--- src/hw/piu_pkg.sv ---
// Constants, types and register map of the prioritised interrupt unit
package piu_pkg;

  // ****************************************************************
  // Sizes
  // ****************************************************************
  localparam int NUM_SRC    = 13;
  localparam int NUM_EXT    = 2;
  localparam int SRC_ID_W   = 4;
  localparam int AXI_ADDR_W = 8;
  localparam int SP_W       = 8;

  // ****************************************************************
  // Register offsets (byte addresses, one aligned word each)
  // ****************************************************************
  localparam logic [7:0] OFF_ENABLE_HIGH  = 8'h00;
  localparam logic [7:0] OFF_ENABLE_LOW   = 8'h04;
  localparam logic [7:0] OFF_REQUEST_HIGH = 8'h08;
  localparam logic [7:0] OFF_REQUEST_LOW  = 8'h0C;
  localparam logic [7:0] OFF_EDGE_SELECT  = 8'h10;
  localparam logic [7:0] OFF_STATUS_WORD  = 8'h14;
  localparam logic [7:0] OFF_STACK_PTR    = 8'h18;
  localparam logic [7:0] OFF_UNIT_STATE   = 8'h1C;

  // ****************************************************************
  // Fields and reset values
  // ****************************************************************
  localparam int         PSW_IE_BIT     = 2;
  localparam logic [7:0] PSW_RESET      = 8'h00;
  localparam logic [7:0] SP_RESET       = 8'hFF;
  localparam logic [3:0] EDGE_RESET     = 4'h0;
  localparam logic [1:0] EDGE_FALL_BIT  = 2'h1;
  localparam logic [1:0] EDGE_RISE_BIT  = 2'h2;
  localparam int         ACCEPT_CYCLES  = 8;
  localparam logic [1:0] RESP_OKAY      = 2'h0;
  localparam logic [1:0] RESP_SLVERR    = 2'h2;

  // ****************************************************************
  // Types
  // ****************************************************************
  typedef struct packed {
    logic instrDone;
    logic retiExec;
    logic eiExec;
    logic brkExec;
  } piu_core_cmd_s;

  typedef enum logic [13:0] {
    ST_IDLE    = 14'h0001,
    ST_ACC     = 14'h0002,
    ST_PUSH_H  = 14'h0004,
    ST_PUSH_L  = 14'h0008,
    ST_PUSH_P  = 14'h0010,
    ST_VEC_LO  = 14'h0020,
    ST_VEC_HI  = 14'h0040,
    ST_VEC_CAP = 14'h0080,
    ST_LOAD    = 14'h0100,
    ST_RET_A   = 14'h0200,
    ST_RET_B   = 14'h0400,
    ST_RET_C   = 14'h0800,
    ST_RET_D   = 14'h1000,
    ST_RET_E   = 14'h2000
  } piu_state_e;

endpackage

--- src/hw/piu_stack_ram.sv ---
// Byte-wide stack memory with registered read data
`timescale 1ns/10ps
module piu_stack_ram #(
  parameter int AW = 8,
  parameter int DW = 8
) (
  input  wire logic          clock,
  input  wire logic          wrEn,
  input  wire logic [AW-1:0] wrAddr,
  input  wire logic [DW-1:0] wrData,
  input  wire logic [AW-1:0] rdAddr,
  output logic      [DW-1:0] rdData
);

  logic [DW-1:0] memArray [0:(1<<AW)-1];

  always_ff @(posedge clock)
  begin
    if (wrEn)
    begin
      memArray[wrAddr] <= wrData;
    end
  end

  always_ff @(posedge clock)
  begin
    rdData <= memArray[rdAddr];
  end

endmodule

--- src/hw/piu_prioritized_interrupt_unit.sv ---
// Prioritised interrupt unit: request latching, priority and acceptance
//
// Overview of operation
// - Thirteen maskable sources, each with own request flag and enable flag.
// - Each external pin raises its request on the selected transition.
// - External request flag is cleared by hardware when vectored.
// - Each timer match sets that timer's request flag.
// - Interval timer overflow sets its request flag.
// - Conversion done and watchdog match each set their request flag.
// - Maskable request taken only if flag, enable and master enable set.
// - Pending enabled requests served in fixed order, source 0 first.
// - A source whose enable flag is zero is never accepted.
// - Latched request pends until accepted, reset or cleared by software.
// - Acceptance starts after instruction completion and lasts 8 cycles.
// - Maskable accept clears master enable; break acceptance blocks all requests.
// - The accepted source's request flag is cleared during acceptance.
// - Return address and status word pushed, stack pointer down three.
// - Entry address fetched from vector table and loaded into PC.
// - Service ends when the return-from-interrupt instruction executes.
// - With master enable clear, no maskable request is accepted at all.
// - Per pin edge modes: rising, falling or both, by edge selection.
// - Simultaneous requests resolved by fixed hardware polling order.
`timescale 1ns/10ps
module piu_prioritized_interrupt_unit
  import piu_pkg::*;
#(
  parameter logic [15:0] VEC_TABLE_BASE = 16'hFFE0,
  parameter logic [15:0] BRK_VECTOR     = 16'hFFDE
) (
  input  wire logic                       clock,
  input  wire logic                       rst_n,
  input  wire logic [piu_pkg::AXI_ADDR_W-1:0] s_axi_awaddr,
  input  wire logic                       s_axi_awvalid,
  output logic                            s_axi_awready,
  input  wire logic [31:0]                s_axi_wdata,
  input  wire logic [3:0]                 s_axi_wstrb,
  input  wire logic                       s_axi_wvalid,
  output logic                            s_axi_wready,
  output logic [1:0]                      s_axi_bresp,
  output logic                            s_axi_bvalid,
  input  wire logic                       s_axi_bready,
  input  wire logic [piu_pkg::AXI_ADDR_W-1:0] s_axi_araddr,
  input  wire logic                       s_axi_arvalid,
  output logic                            s_axi_arready,
  output logic [31:0]                     s_axi_rdata,
  output logic [1:0]                      s_axi_rresp,
  output logic                            s_axi_rvalid,
  input  wire logic                       s_axi_rready,
  input  wire logic                       extIrqPinA,
  input  wire logic                       extIrqPinB,
  input  wire logic                       remoteRiseSource,
  input  wire logic                       remoteFallSource,
  input  wire logic                       remoteOverflowSource,
  input  wire logic                       keyscanSource,
  input  wire logic                       serialPortA,
  input  wire logic                       serialPortB,
  input  wire logic                       timer0Match,
  input  wire logic                       timer1Match,
  input  wire logic                       conversionDone,
  input  wire logic                       watchdogMatch,
  input  wire logic                       intervalOverflow,
  input  wire piu_pkg::piu_core_cmd_s     coreCmd,
  input  wire logic [15:0]                returnAddr,
  input  wire logic [7:0]                 vecData,
  output logic                            busy,
  output logic                            pcLoad,
  output logic [15:0]                     pcValue,
  output logic [15:0]                     vecAddr,
  output logic                            vecRd,
  output logic [7:0]                      processorStatusWord
);

  import piu_pkg::*;

  // ****************************************************************
  // Declarations
  // ****************************************************************
  piu_state_e            stateReg;
  logic [NUM_SRC-1:0]    enableReg;
  logic [NUM_SRC-1:0]    requestReg;
  logic [NUM_SRC-1:0]    srcEvent;
  logic [NUM_SRC-1:0]    pending;
  logic [NUM_EXT-1:0]    extPins;
  logic [NUM_EXT-1:0]    pinPrevReg;
  logic [NUM_EXT-1:0]    extEvent;
  logic [3:0]            edgeSelReg;
  logic [7:0]            pswReg;
  logic [7:0]            pswSaveReg;
  logic [SP_W-1:0]       spReg;
  logic [15:0]           retAddrReg;
  logic [7:0]            byteLoReg;
  logic [SRC_ID_W-1:0]   srcIdReg;
  logic [SRC_ID_W-1:0]   pickId;
  logic                  isBrkReg;
  logic                  brkPendReg;
  logic                  nmiBlockReg;
  logic                  maskOk;
  logic                  takeAccept;
  logic [7:0]            awaddrReg;
  logic [7:0]            wdataReg;
  logic                  wstrbReg;
  logic                  wrFire;
  logic                  wrEn;
  logic                  addrMapped;
  logic [31:0]           readWord;
  logic                  stWe;
  logic [7:0]            stWrData;
  logic [SP_W-1:0]       stRdAddr;
  logic [7:0]            stRdData;

  function automatic logic [7:0] highByte(input logic [NUM_SRC-1:0] v);
    logic [7:0] b;
    b = 8'h00;
    for (int i = 0; i < 8; i++)
    begin
      b[7-i] = v[i];
    end
    return b;
  endfunction

  function automatic logic [7:0] lowByte(input logic [NUM_SRC-1:0] v);
    logic [7:0] b;
    b = 8'h00;
    for (int i = 8; i < NUM_SRC; i++)
    begin
      b[15-i] = v[i];
    end
    return b;
  endfunction

  // ****************************************************************
  // AXI4-Lite write channel
  // ****************************************************************
  assign wrFire = !s_axi_awready && !s_axi_wready && !s_axi_bvalid;
  assign wrEn   = wrFire && wstrbReg;

  always_comb
  begin
    case (awaddrReg)
      OFF_ENABLE_HIGH, OFF_ENABLE_LOW, OFF_REQUEST_HIGH, OFF_REQUEST_LOW,
      OFF_EDGE_SELECT, OFF_STATUS_WORD, OFF_STACK_PTR, OFF_UNIT_STATE:
        addrMapped = 1'b1;
      default:
        addrMapped = 1'b0;
    endcase
  end

  always_ff @(posedge clock)
  begin
    if (!rst_n)
    begin
      s_axi_awready <= 1'b1;
      s_axi_wready  <= 1'b1;
      s_axi_bvalid  <= 1'b0;
      s_axi_bresp   <= RESP_OKAY;
      awaddrReg     <= 8'h00;
      wdataReg      <= 8'h00;
      wstrbReg      <= 1'b0;
    end
    else
    begin
      if (s_axi_awvalid && s_axi_awready)
      begin
        awaddrReg     <= s_axi_awaddr;
        s_axi_awready <= 1'b0;
      end
      if (s_axi_wvalid && s_axi_wready)
      begin
        wdataReg     <= s_axi_wdata[7:0];
        wstrbReg     <= s_axi_wstrb[0];
        s_axi_wready <= 1'b0;
      end
      if (wrFire)
      begin
        s_axi_bvalid <= 1'b1;
        s_axi_bresp  <= addrMapped ? RESP_OKAY : RESP_SLVERR;
      end
      if (s_axi_bvalid && s_axi_bready)
      begin
        s_axi_bvalid  <= 1'b0;
        s_axi_awready <= 1'b1;
        s_axi_wready  <= 1'b1;
      end
    end
  end

  // ****************************************************************
  // AXI4-Lite read channel
  // ****************************************************************
  always_comb
  begin
    readWord = 32'h0000_0000;
    case (s_axi_araddr)
      OFF_ENABLE_HIGH:  readWord[7:0] = highByte(enableReg);
      OFF_ENABLE_LOW:   readWord[7:0] = lowByte(enableReg);
      OFF_REQUEST_HIGH: readWord[7:0] = highByte(requestReg);
      OFF_REQUEST_LOW:  readWord[7:0] = lowByte(requestReg);
      OFF_EDGE_SELECT:  readWord[3:0] = edgeSelReg;
      OFF_STATUS_WORD:  readWord[7:0] = pswReg;
      OFF_STACK_PTR:    readWord[7:0] = spReg;
      OFF_UNIT_STATE:   readWord[7:0] = {busy, nmiBlockReg, brkPendReg,
                                         isBrkReg, srcIdReg};
      default:          readWord = 32'h0000_0000;
    endcase
  end

  always_ff @(posedge clock)
  begin
    if (!rst_n)
    begin
      s_axi_arready <= 1'b1;
      s_axi_rvalid  <= 1'b0;
      s_axi_rdata   <= 32'h0000_0000;
      s_axi_rresp   <= RESP_OKAY;
    end
    else
    begin
      if (s_axi_arvalid && s_axi_arready)
      begin
        s_axi_arready <= 1'b0;
        s_axi_rvalid  <= 1'b1;
        s_axi_rdata   <= readWord;
        s_axi_rresp   <= (s_axi_araddr > OFF_UNIT_STATE ||
                          s_axi_araddr[1:0] != 2'h0) ? RESP_SLVERR
                                                     : RESP_OKAY;
      end
      if (s_axi_rvalid && s_axi_rready)
      begin
        s_axi_rvalid  <= 1'b0;
        s_axi_arready <= 1'b1;
      end
    end
  end

  // ****************************************************************
  // Request sources, flags and enables
  // ****************************************************************
  assign extPins  = {extIrqPinB, extIrqPinA};
  assign srcEvent = {intervalOverflow,
                     watchdogMatch, conversionDone,
                     timer1Match, timer0Match,
                     serialPortB, serialPortA, keyscanSource,
                     remoteOverflowSource, remoteFallSource,
                     remoteRiseSource, extEvent};

  always_ff @(posedge clock)
  begin
    if (!rst_n)
    begin
      pinPrevReg <= '0;
      edgeSelReg <= EDGE_RESET;
    end
    else
    begin
      pinPrevReg <= extPins;
      if (wrEn && awaddrReg == OFF_EDGE_SELECT)
      begin
        edgeSelReg <= wdataReg[3:0];
      end
    end
  end

  genvar gi;
  generate
    for (gi = 0; gi < NUM_SRC; gi++)
    begin : g_src
      localparam int         BP  = (gi < 8) ? (7 - gi) : (15 - gi);
      localparam logic [7:0] OFE = (gi < 8) ? OFF_ENABLE_HIGH
                                            : OFF_ENABLE_LOW;
      localparam logic [7:0] OFR = (gi < 8) ? OFF_REQUEST_HIGH
                                            : OFF_REQUEST_LOW;
      logic accClr;

      if (gi < NUM_EXT)
      begin : g_ext
        logic rise;
        logic fall;
        assign rise = extPins[gi] && !pinPrevReg[gi];
        assign fall = !extPins[gi] && pinPrevReg[gi];
        // Mode 01 falling, 10 rising, 11 both, 00 off
        assign extEvent[gi] =
          (edgeSelReg[2*gi+1] && rise) ||
          (edgeSelReg[2*gi]   && fall);
      end

      // Also clears an external flag when vectored
      assign accClr = (stateReg == ST_ACC) && !isBrkReg &&
                      (srcIdReg == SRC_ID_W'(gi));

      // An event in the clearing cycle wins, so it is never lost
      always_ff @(posedge clock)
      begin
        if (!rst_n)
        begin
          requestReg[gi] <= 1'b0;
        end
        else if (srcEvent[gi])
        begin
          requestReg[gi] <= 1'b1;
        end
        else if (accClr)
        begin
          requestReg[gi] <= 1'b0;
        end
        else if (wrEn && awaddrReg == OFR)
        begin
          requestReg[gi] <= wdataReg[BP];
        end
      end

      always_ff @(posedge clock)
      begin
        if (!rst_n)
        begin
          enableReg[gi] <= 1'b0;
        end
        else if (wrEn && awaddrReg == OFE)
        begin
          enableReg[gi] <= wdataReg[BP];
        end
      end
    end
  endgenerate

  // ****************************************************************
  // Priority selection
  // ****************************************************************
  assign pending = requestReg & enableReg;
  assign maskOk  = pswReg[PSW_IE_BIT] && !nmiBlockReg &&
                   (|pending);
  assign takeAccept = coreCmd.instrDone && !nmiBlockReg &&
                      (maskOk || brkPendReg);

  // Lowest index wins; simultaneous arrivals settle on this order too
  always_comb
  begin
    pickId = '0;
    for (int i = NUM_SRC - 1; i >= 0; i--)
    begin
      if (pending[i])
      begin
        pickId = SRC_ID_W'(i);
      end
    end
  end

  // ****************************************************************
  // Status word and break handling
  // ****************************************************************
  always_ff @(posedge clock)
  begin
    if (!rst_n)
    begin
      pswReg <= PSW_RESET;
    end
    else if (stateReg == ST_RET_B)
    begin
      pswReg <= stRdData;
    end
    else if (stateReg == ST_ACC && !isBrkReg)
    begin
      pswReg[PSW_IE_BIT] <= 1'b0;
    end
    else if (coreCmd.eiExec)
    begin
      pswReg[PSW_IE_BIT] <= 1'b1;
    end
    else if (wrEn && awaddrReg == OFF_STATUS_WORD)
    begin
      pswReg <= wdataReg;
    end
  end

  always_ff @(posedge clock)
  begin
    if (!rst_n)
    begin
      brkPendReg  <= 1'b0;
      nmiBlockReg <= 1'b0;
    end
    else
    begin
      if (coreCmd.brkExec)
      begin
        brkPendReg <= 1'b1;
      end
      else if (stateReg == ST_ACC && isBrkReg)
      begin
        brkPendReg <= 1'b0;
      end
      if (stateReg == ST_ACC && isBrkReg)
      begin
        nmiBlockReg <= 1'b1;
      end
      else if (stateReg == ST_RET_E)
      begin
        nmiBlockReg <= 1'b0;
      end
    end
  end

  // ****************************************************************
  // Stack pointer and stack memory
  // ****************************************************************
  always_ff @(posedge clock)
  begin
    if (!rst_n)
    begin
      spReg <= SP_RESET;
    end
    else
    begin
      case (stateReg)
        ST_PUSH_H, ST_PUSH_L, ST_PUSH_P:
          spReg <= spReg - SP_W'(1);
        ST_RET_A, ST_RET_B, ST_RET_C:
          spReg <= spReg + SP_W'(1);
        default:
        begin
          if (wrEn && awaddrReg == OFF_STACK_PTR)
          begin
            spReg <= wdataReg;
          end
        end
      endcase
    end
  end

  assign stWe     = (stateReg == ST_PUSH_H) || (stateReg == ST_PUSH_L) ||
                    (stateReg == ST_PUSH_P);
  assign stRdAddr = spReg + SP_W'(1);

  always_comb
  begin
    case (stateReg)
      ST_PUSH_H: stWrData = retAddrReg[15:8];
      ST_PUSH_L: stWrData = retAddrReg[7:0];
      default:   stWrData = pswSaveReg;
    endcase
  end

  piu_stack_ram #(
    .AW (SP_W),
    .DW (8)
  ) u_stack (
    .clock  (clock),
    .wrEn   (stWe),
    .wrAddr (spReg),
    .wrData (stWrData),
    .rdAddr (stRdAddr),
    .rdData (stRdData)
  );

  // ****************************************************************
  // Acceptance and return sequencer
  // ****************************************************************
  // The core is stalled on busy, so eight busy cycles per acceptance
  always_ff @(posedge clock)
  begin
    if (!rst_n)
    begin
      stateReg   <= ST_IDLE;
      busy       <= 1'b0;
      pcLoad     <= 1'b0;
      pcValue    <= 16'h0000;
      vecAddr    <= 16'h0000;
      vecRd      <= 1'b0;
      srcIdReg   <= '0;
      isBrkReg   <= 1'b0;
      retAddrReg <= 16'h0000;
      pswSaveReg <= 8'h00;
      byteLoReg  <= 8'h00;
    end
    else
    begin
      pcLoad <= 1'b0;
      case (stateReg)
        ST_IDLE:
        begin
          if (coreCmd.retiExec)
          begin
            stateReg <= ST_RET_A;
            busy     <= 1'b1;
          end
          else if (takeAccept)
          begin
            stateReg   <= ST_ACC;
            busy       <= 1'b1;
            srcIdReg   <= pickId;
            isBrkReg   <= !maskOk;
            retAddrReg <= returnAddr;
          end
        end
        ST_ACC:
        begin
          pswSaveReg <= pswReg;
          stateReg   <= ST_PUSH_H;
        end
        ST_PUSH_H: stateReg <= ST_PUSH_L;
        ST_PUSH_L: stateReg <= ST_PUSH_P;
        ST_PUSH_P:
        begin
          vecAddr  <= isBrkReg ? BRK_VECTOR
                    : VEC_TABLE_BASE + 16'({srcIdReg, 1'b0});
          vecRd    <= 1'b1;
          stateReg <= ST_VEC_LO;
        end
        ST_VEC_LO:
        begin
          vecAddr  <= vecAddr + 16'h0001;
          stateReg <= ST_VEC_HI;
        end
        ST_VEC_HI:
        begin
          byteLoReg <= vecData;
          vecRd     <= 1'b0;
          stateReg  <= ST_VEC_CAP;
        end
        ST_VEC_CAP:
        begin
          pcValue  <= {vecData, byteLoReg};
          pcLoad   <= 1'b1;
          stateReg <= ST_LOAD;
        end
        ST_LOAD:
        begin
          busy     <= 1'b0;
          stateReg <= ST_IDLE;
        end
        ST_RET_A: stateReg <= ST_RET_B;
        ST_RET_B: stateReg <= ST_RET_C;
        ST_RET_C:
        begin
          byteLoReg <= stRdData;
          stateReg  <= ST_RET_D;
        end
        ST_RET_D:
        begin
          pcValue  <= {stRdData, byteLoReg};
          pcLoad   <= 1'b1;
          stateReg <= ST_RET_E;
        end
        ST_RET_E:
        begin
          busy     <= 1'b0;
          stateReg <= ST_IDLE;
        end
        default:
        begin
          busy     <= 1'b0;
          vecRd    <= 1'b0;
          stateReg <= ST_IDLE;
        end
      endcase
    end
  end

  always_ff @(posedge clock)
  begin
    if (!rst_n)
    begin
      processorStatusWord <= PSW_RESET;
    end
    else
    begin
      processorStatusWord <= pswReg;
    end
  end

endmodule

--- config.mk ---
export PLATFORM = sky130hd
export DESIGN_NAME = piu_prioritized_interrupt_unit
export DESIGN_NICKNAME = d
export VERILOG_FILES = /design/src/hw/piu_pkg.sv /design/src/hw/piu_stack_ram.sv /design/src/hw/piu_prioritized_interrupt_unit.sv
export SDC_FILE = /design/constraint.sdc
export NUM_CORES = 2
export LEC_CHECK = 0
export BUFFER_PORTS_ARGS = -buffer_cell sky130_fd_sc_hd__buf_2
export CORE_MARGIN = 4
export CORE_UTILIZATION = 59
export DETAILED_ROUTE_END_ITERATION = 10
export PLACE_DENSITY = 0.76
export SETUP_SLACK_MARGIN = 0.15
export SLEW_MARGIN = 20
export SYNTH_ARGS = -nofsm -noshare
export SYNTH_HDL_FRONTEND = slang
export SYNTH_HIERARCHICAL = 1
export SYNTH_SLANG_ARGS = --single-unit
--- constraint.sdc ---
create_clock -name clock -period 12.3 [get_ports clock]
set_input_delay 3.69 -clock clock [delete_from_list [all_inputs] [get_ports clock]]
set_output_delay 3.69 -clock clock [all_outputs]
set_load 0.05 [all_outputs]
==> results.json <==
{
  "max_freq_mhz": 163,
  "cp.required_ps": 12970,
  "grt_overflow": 0,
  "cp_cell_sequence": "inv_1, ha_4, buf_4, buf_4, mux4_2, a22o_1, a221oi_1, o32ai_1, nor3_1, nor4_1",
  "setup_tns_final_ps": 0,
  "grt_max_degree": 256,
  "dpl-instance-area_um2": 90400,
  "power.share.combinational": 0.108,
  "setup_viol_count_final": 0,
  "core_area_um2": 148000,
  "post-route-period-util": 0.497,
  "synth_adder_area_share": 0.000426,
  "worstReg2RegStart": "spReg[1]",
  "ys_types": 84,
  "power_report.internal_total_w": 0.0123,
  "postRouteWirelength_um": 214000,
  "finalNetCount": 5006,
  "cts.reportedPaths.clkPinSlew_ps": 60,
  "drv.max_cap_violation_count": 0,
  "timing.hold.worst.class": "register to register",
  "number_of_buffer_and_inverter_stages_on_the_critical_path": 3,
  "post-cts-setup-buffers": 0,
  "core.rowCount": 141,
  "grt_setup_unrepaired": "false",
  "combinational_family_with_the_most_area_after_synthesis": "multiplexers",
  "drtIter0Drc": 6123,
  "synth_compound_area_frac": 0.0471,
  "final_hold_viol_count": 0,
  "final_core_utilization": 0.656,
  "fin_crit_ps": 6120,
  "worst_path_max_delay_cell": "dfxtp_1",
  "worstSetupStartpoint": "spReg[1]",
  "xor_xnor_share_of_the_synthesized_area": 0.00238,
  "fp.dieH_um": 395,
  "pin_count": 184,
  "antenna_found_initial": 3,
  "syn-cell-area_um2": 88200,
  "finalInstanceArea_um2": 97200,
  "design.die.area_um2": 156000,
  "vias_in_the_first_global_route": 46750,
  "synth-edff-count": 2048,
  "fin_worst_skew_ps": 39.3,
  "ant_nets": 0,
  "placedCellCount": 6618,
  "cp_slowest_stage_delay_ps": 950,
  "grt.total_usage": 0.274,
  "start_to_end_type_of_the_worst_setup_path": "register to register",
  "clock-root-buffer": "clkbuf_16",
  "clock_path_buffers": 3,
  "finalMaxSlewViolations": 0,
  "cts_inserted_buffers": 211,
  "dr_total_vias": 47580,
  "tritoncts": "yes",
  "hold_buffers": 0,
  "critical_path.max_fanout": 50,
  "clock-sinks": 2233,
  "dp_hpwl_um": 127000,
  "avg_synthesized_cell_area_um2": 18.5,
  "finalWeightedCongestion": 0.937,
  "clk_lat_worst_skew_ps": 840,
  "muxShareOfSynthArea": 0.141,
  "layout-area-overhead-vs-synth_pct": 10.2,
  "cpLargestDelayFamily": "buffers and inverters",
  "leakage_nw": 30.3,
  "area_fraction_in_and_or_nand_and_nor_cells_after_synthesis": 0.0466,
  "synthesis.instances": 4771,
  "path_common_cell": "buf_4",
  "relSlewSlack": 0.134,
  "number_of_register_bits_inferred_by_synthesis": 2233,
  "grt_pass1_wl_um": 316000,
  "drive_above_1_share": 0.209,
  "data_arrival_time_of_the_critical_path_ps": 6790,
  "post-route-drc-count": 0,
  "fraction_of_registers_with_async_set_or_reset_after_synthesis": 0,
  "htree_levels": 4,
  "end_kind": "register",
  "synth_ff_type": "edfxtp_1",
  "starting_density": 0.595,
  "fin_cells": 7014,
  "run_status": "complete, no violations",
  "cts-resized-gates": 0,
  "max_slew.worst_pin.slew_ps": 1290,
  "portion_of_total_power_attributed_to_sequential_cells": 0.504,
  "route.detailed.wl_per_inst_um": 30.5,
  "horiz_die_dim_um": 395,
  "vdd_drop_max_v": 0.000140,
  "detail_route.first_pass.iterations": 8,
  "port-buffer-count": 130,
  "power_switching_w": 0.00402,
  "yosys_synthesis_warning_count": 6,
  "synth.yosys.seq_area_share": 0.739,
  "power.share.switching": 0.246,
  "power.density_nw_per_um2": 168,
  "timing.critical_path.from_type": "register",
  "timing.hold.ws_ps": 419,
  "drt-vias-per-instance": 6.78,
  "share_clk_of_total_power": 0.388
}
[kinds of logic (layout without fill, tap and decap cells)]
group / Yosys count / in the layout
multiplexers: 666 / 666
buffers and inverters: 353 / 640
XOR/XNOR: 24 / 24
flip-flops: 2233 / 2233
AND/OR/NAND/NOR: 884 / 884
adder cells (fa/ha/maj): 3 / 3
AO/OA/AOI/OAI: 607 / 607
other: 1 / 27
[metal layers]
metal	routed length, um	global-route usage	part of all wire	vias to the layer above
li1	-	-	-	19628
met1	79000	0.390	0.37	24345
met2	101000	0.423	0.47	3096
met3	23400	0.0521	0.11	511
met4	10000	0.118	0.047	0
met5	0	0	0	-
[cells in the final DEF, fill, tap and decap left out, types with 9 or more instances in the layout]
cell / count
nand3_1: 77
a22o_1: 16
buf_2: 130
nand3b_1: 13
nor3_1: 48
dfxtp_1: 185
xor2_1: 15
edfxtp_1: 2048
nor4_2: 10
clkbuf_1: 34
inv_1: 24
conb_1: 26
nor2b_1: 34
o21ai_0: 36
nand2b_1: 15
clkinv_1: 53
mux2_2: 27
mux2i_1: 179
o22ai_1: 33
nand4_1: 21
o221ai_1: 55
clkbuf_16: 213
a211oi_1: 30
clkinv_2: 46
bufinv_16: 17
nor4_1: 31
o211ai_1: 16
a22oi_1: 156
nor2_1: 387
mux4_2: 458
a21oi_1: 182
nand2_1: 162
a221oi_1: 14
a31oi_1: 9
buf_4: 80
and2_1: 19
[synth_stat cells, types with 14 or more instances]
master,count,area share
a211oi_1,30,0.0026
a21oi_1,182,0.010
a221oi_1,14,0.0014
a22o_1,16,0.0016
a22oi_1,156,0.013
and2_1,19,0.0013
buf_1,26,0.0011
buf_2,34,0.0019
buf_4,53,0.0045
buf_6,21,0.0027
clkbuf_1,171,0.0073
dfxtp_1,185,0.042
edfxtp_1,2048,0.70
inv_1,25,0.0011
mux2_2,27,0.0034
mux2i_1,179,0.020
mux4_2,458,0.12
nand2_1,170,0.0072
nand2b_1,15,0.0011
nand3_1,78,0.0044
nand4_1,21,0.0015
nor2_1,390,0.017
nor2b_1,37,0.0026
nor3_1,49,0.0028
nor4_1,34,0.0024
o211ai_1,16,0.0014
o21ai_0,36,0.0020
o221ai_1,55,0.0055
o22ai_1,33,0.0023
xor2_1,18,0.0018
[final cells by class]
type                            count  area, um2
Timing Repair Buffer              220       1420
Fill cell                        9376      51000
Clock inverter                    143       1280
Antenna cell                        1       2.50
Clock buffer                      250       5500
Inverter                           27        111
Sequential cell                  2233      65200
Tap cell                         1930       2410
Multi-Input combinational cell   2210      21300
[power by group through the flow]
stage,combinational [W],clock [W],sequential [W]
floorplan,0.00108,0,0.00838
global placement,0.00170,0,0.00840
detailed placement,0.00172,0,0.00840
CTS,0.00173,0.00642,0.00824
global route,0.00182,0.00677,0.00824
finish,0.00176,0.00634,0.00825
[flip-flops by register name, summed over array words and instances, names as in the netlist, 13 cells and up, named ones only]
signal,count
requestReg,13
u_stack/memArray,2048
stateReg,14
pcValue,16
retAddrReg,16
enableReg,13
vecAddr,16
[path summary, 6_finish.rpt]
check,endpoint,slack [ps],depth (start not counted)
worst min-delay path,s_axi_bresp[1],420,1
worst max-delay path,u_stack/rdData[5],6180,10
worst max register to register,u_stack/rdData[5],6180,10
worst min register to register,s_axi_bresp[1],420,1
[per-stage QoR]
step	setup WS, ps	power [W]
2_1_floorplan	6700	0.00946
3_3_place_gp	6320	0.0101
3_5_place_dp	6340	0.0101
4_1_cts	6340	0.0164
5_1_grt	6100	0.0168
6_report	6180	0.0164
Power figures use the tool's default switching activity.
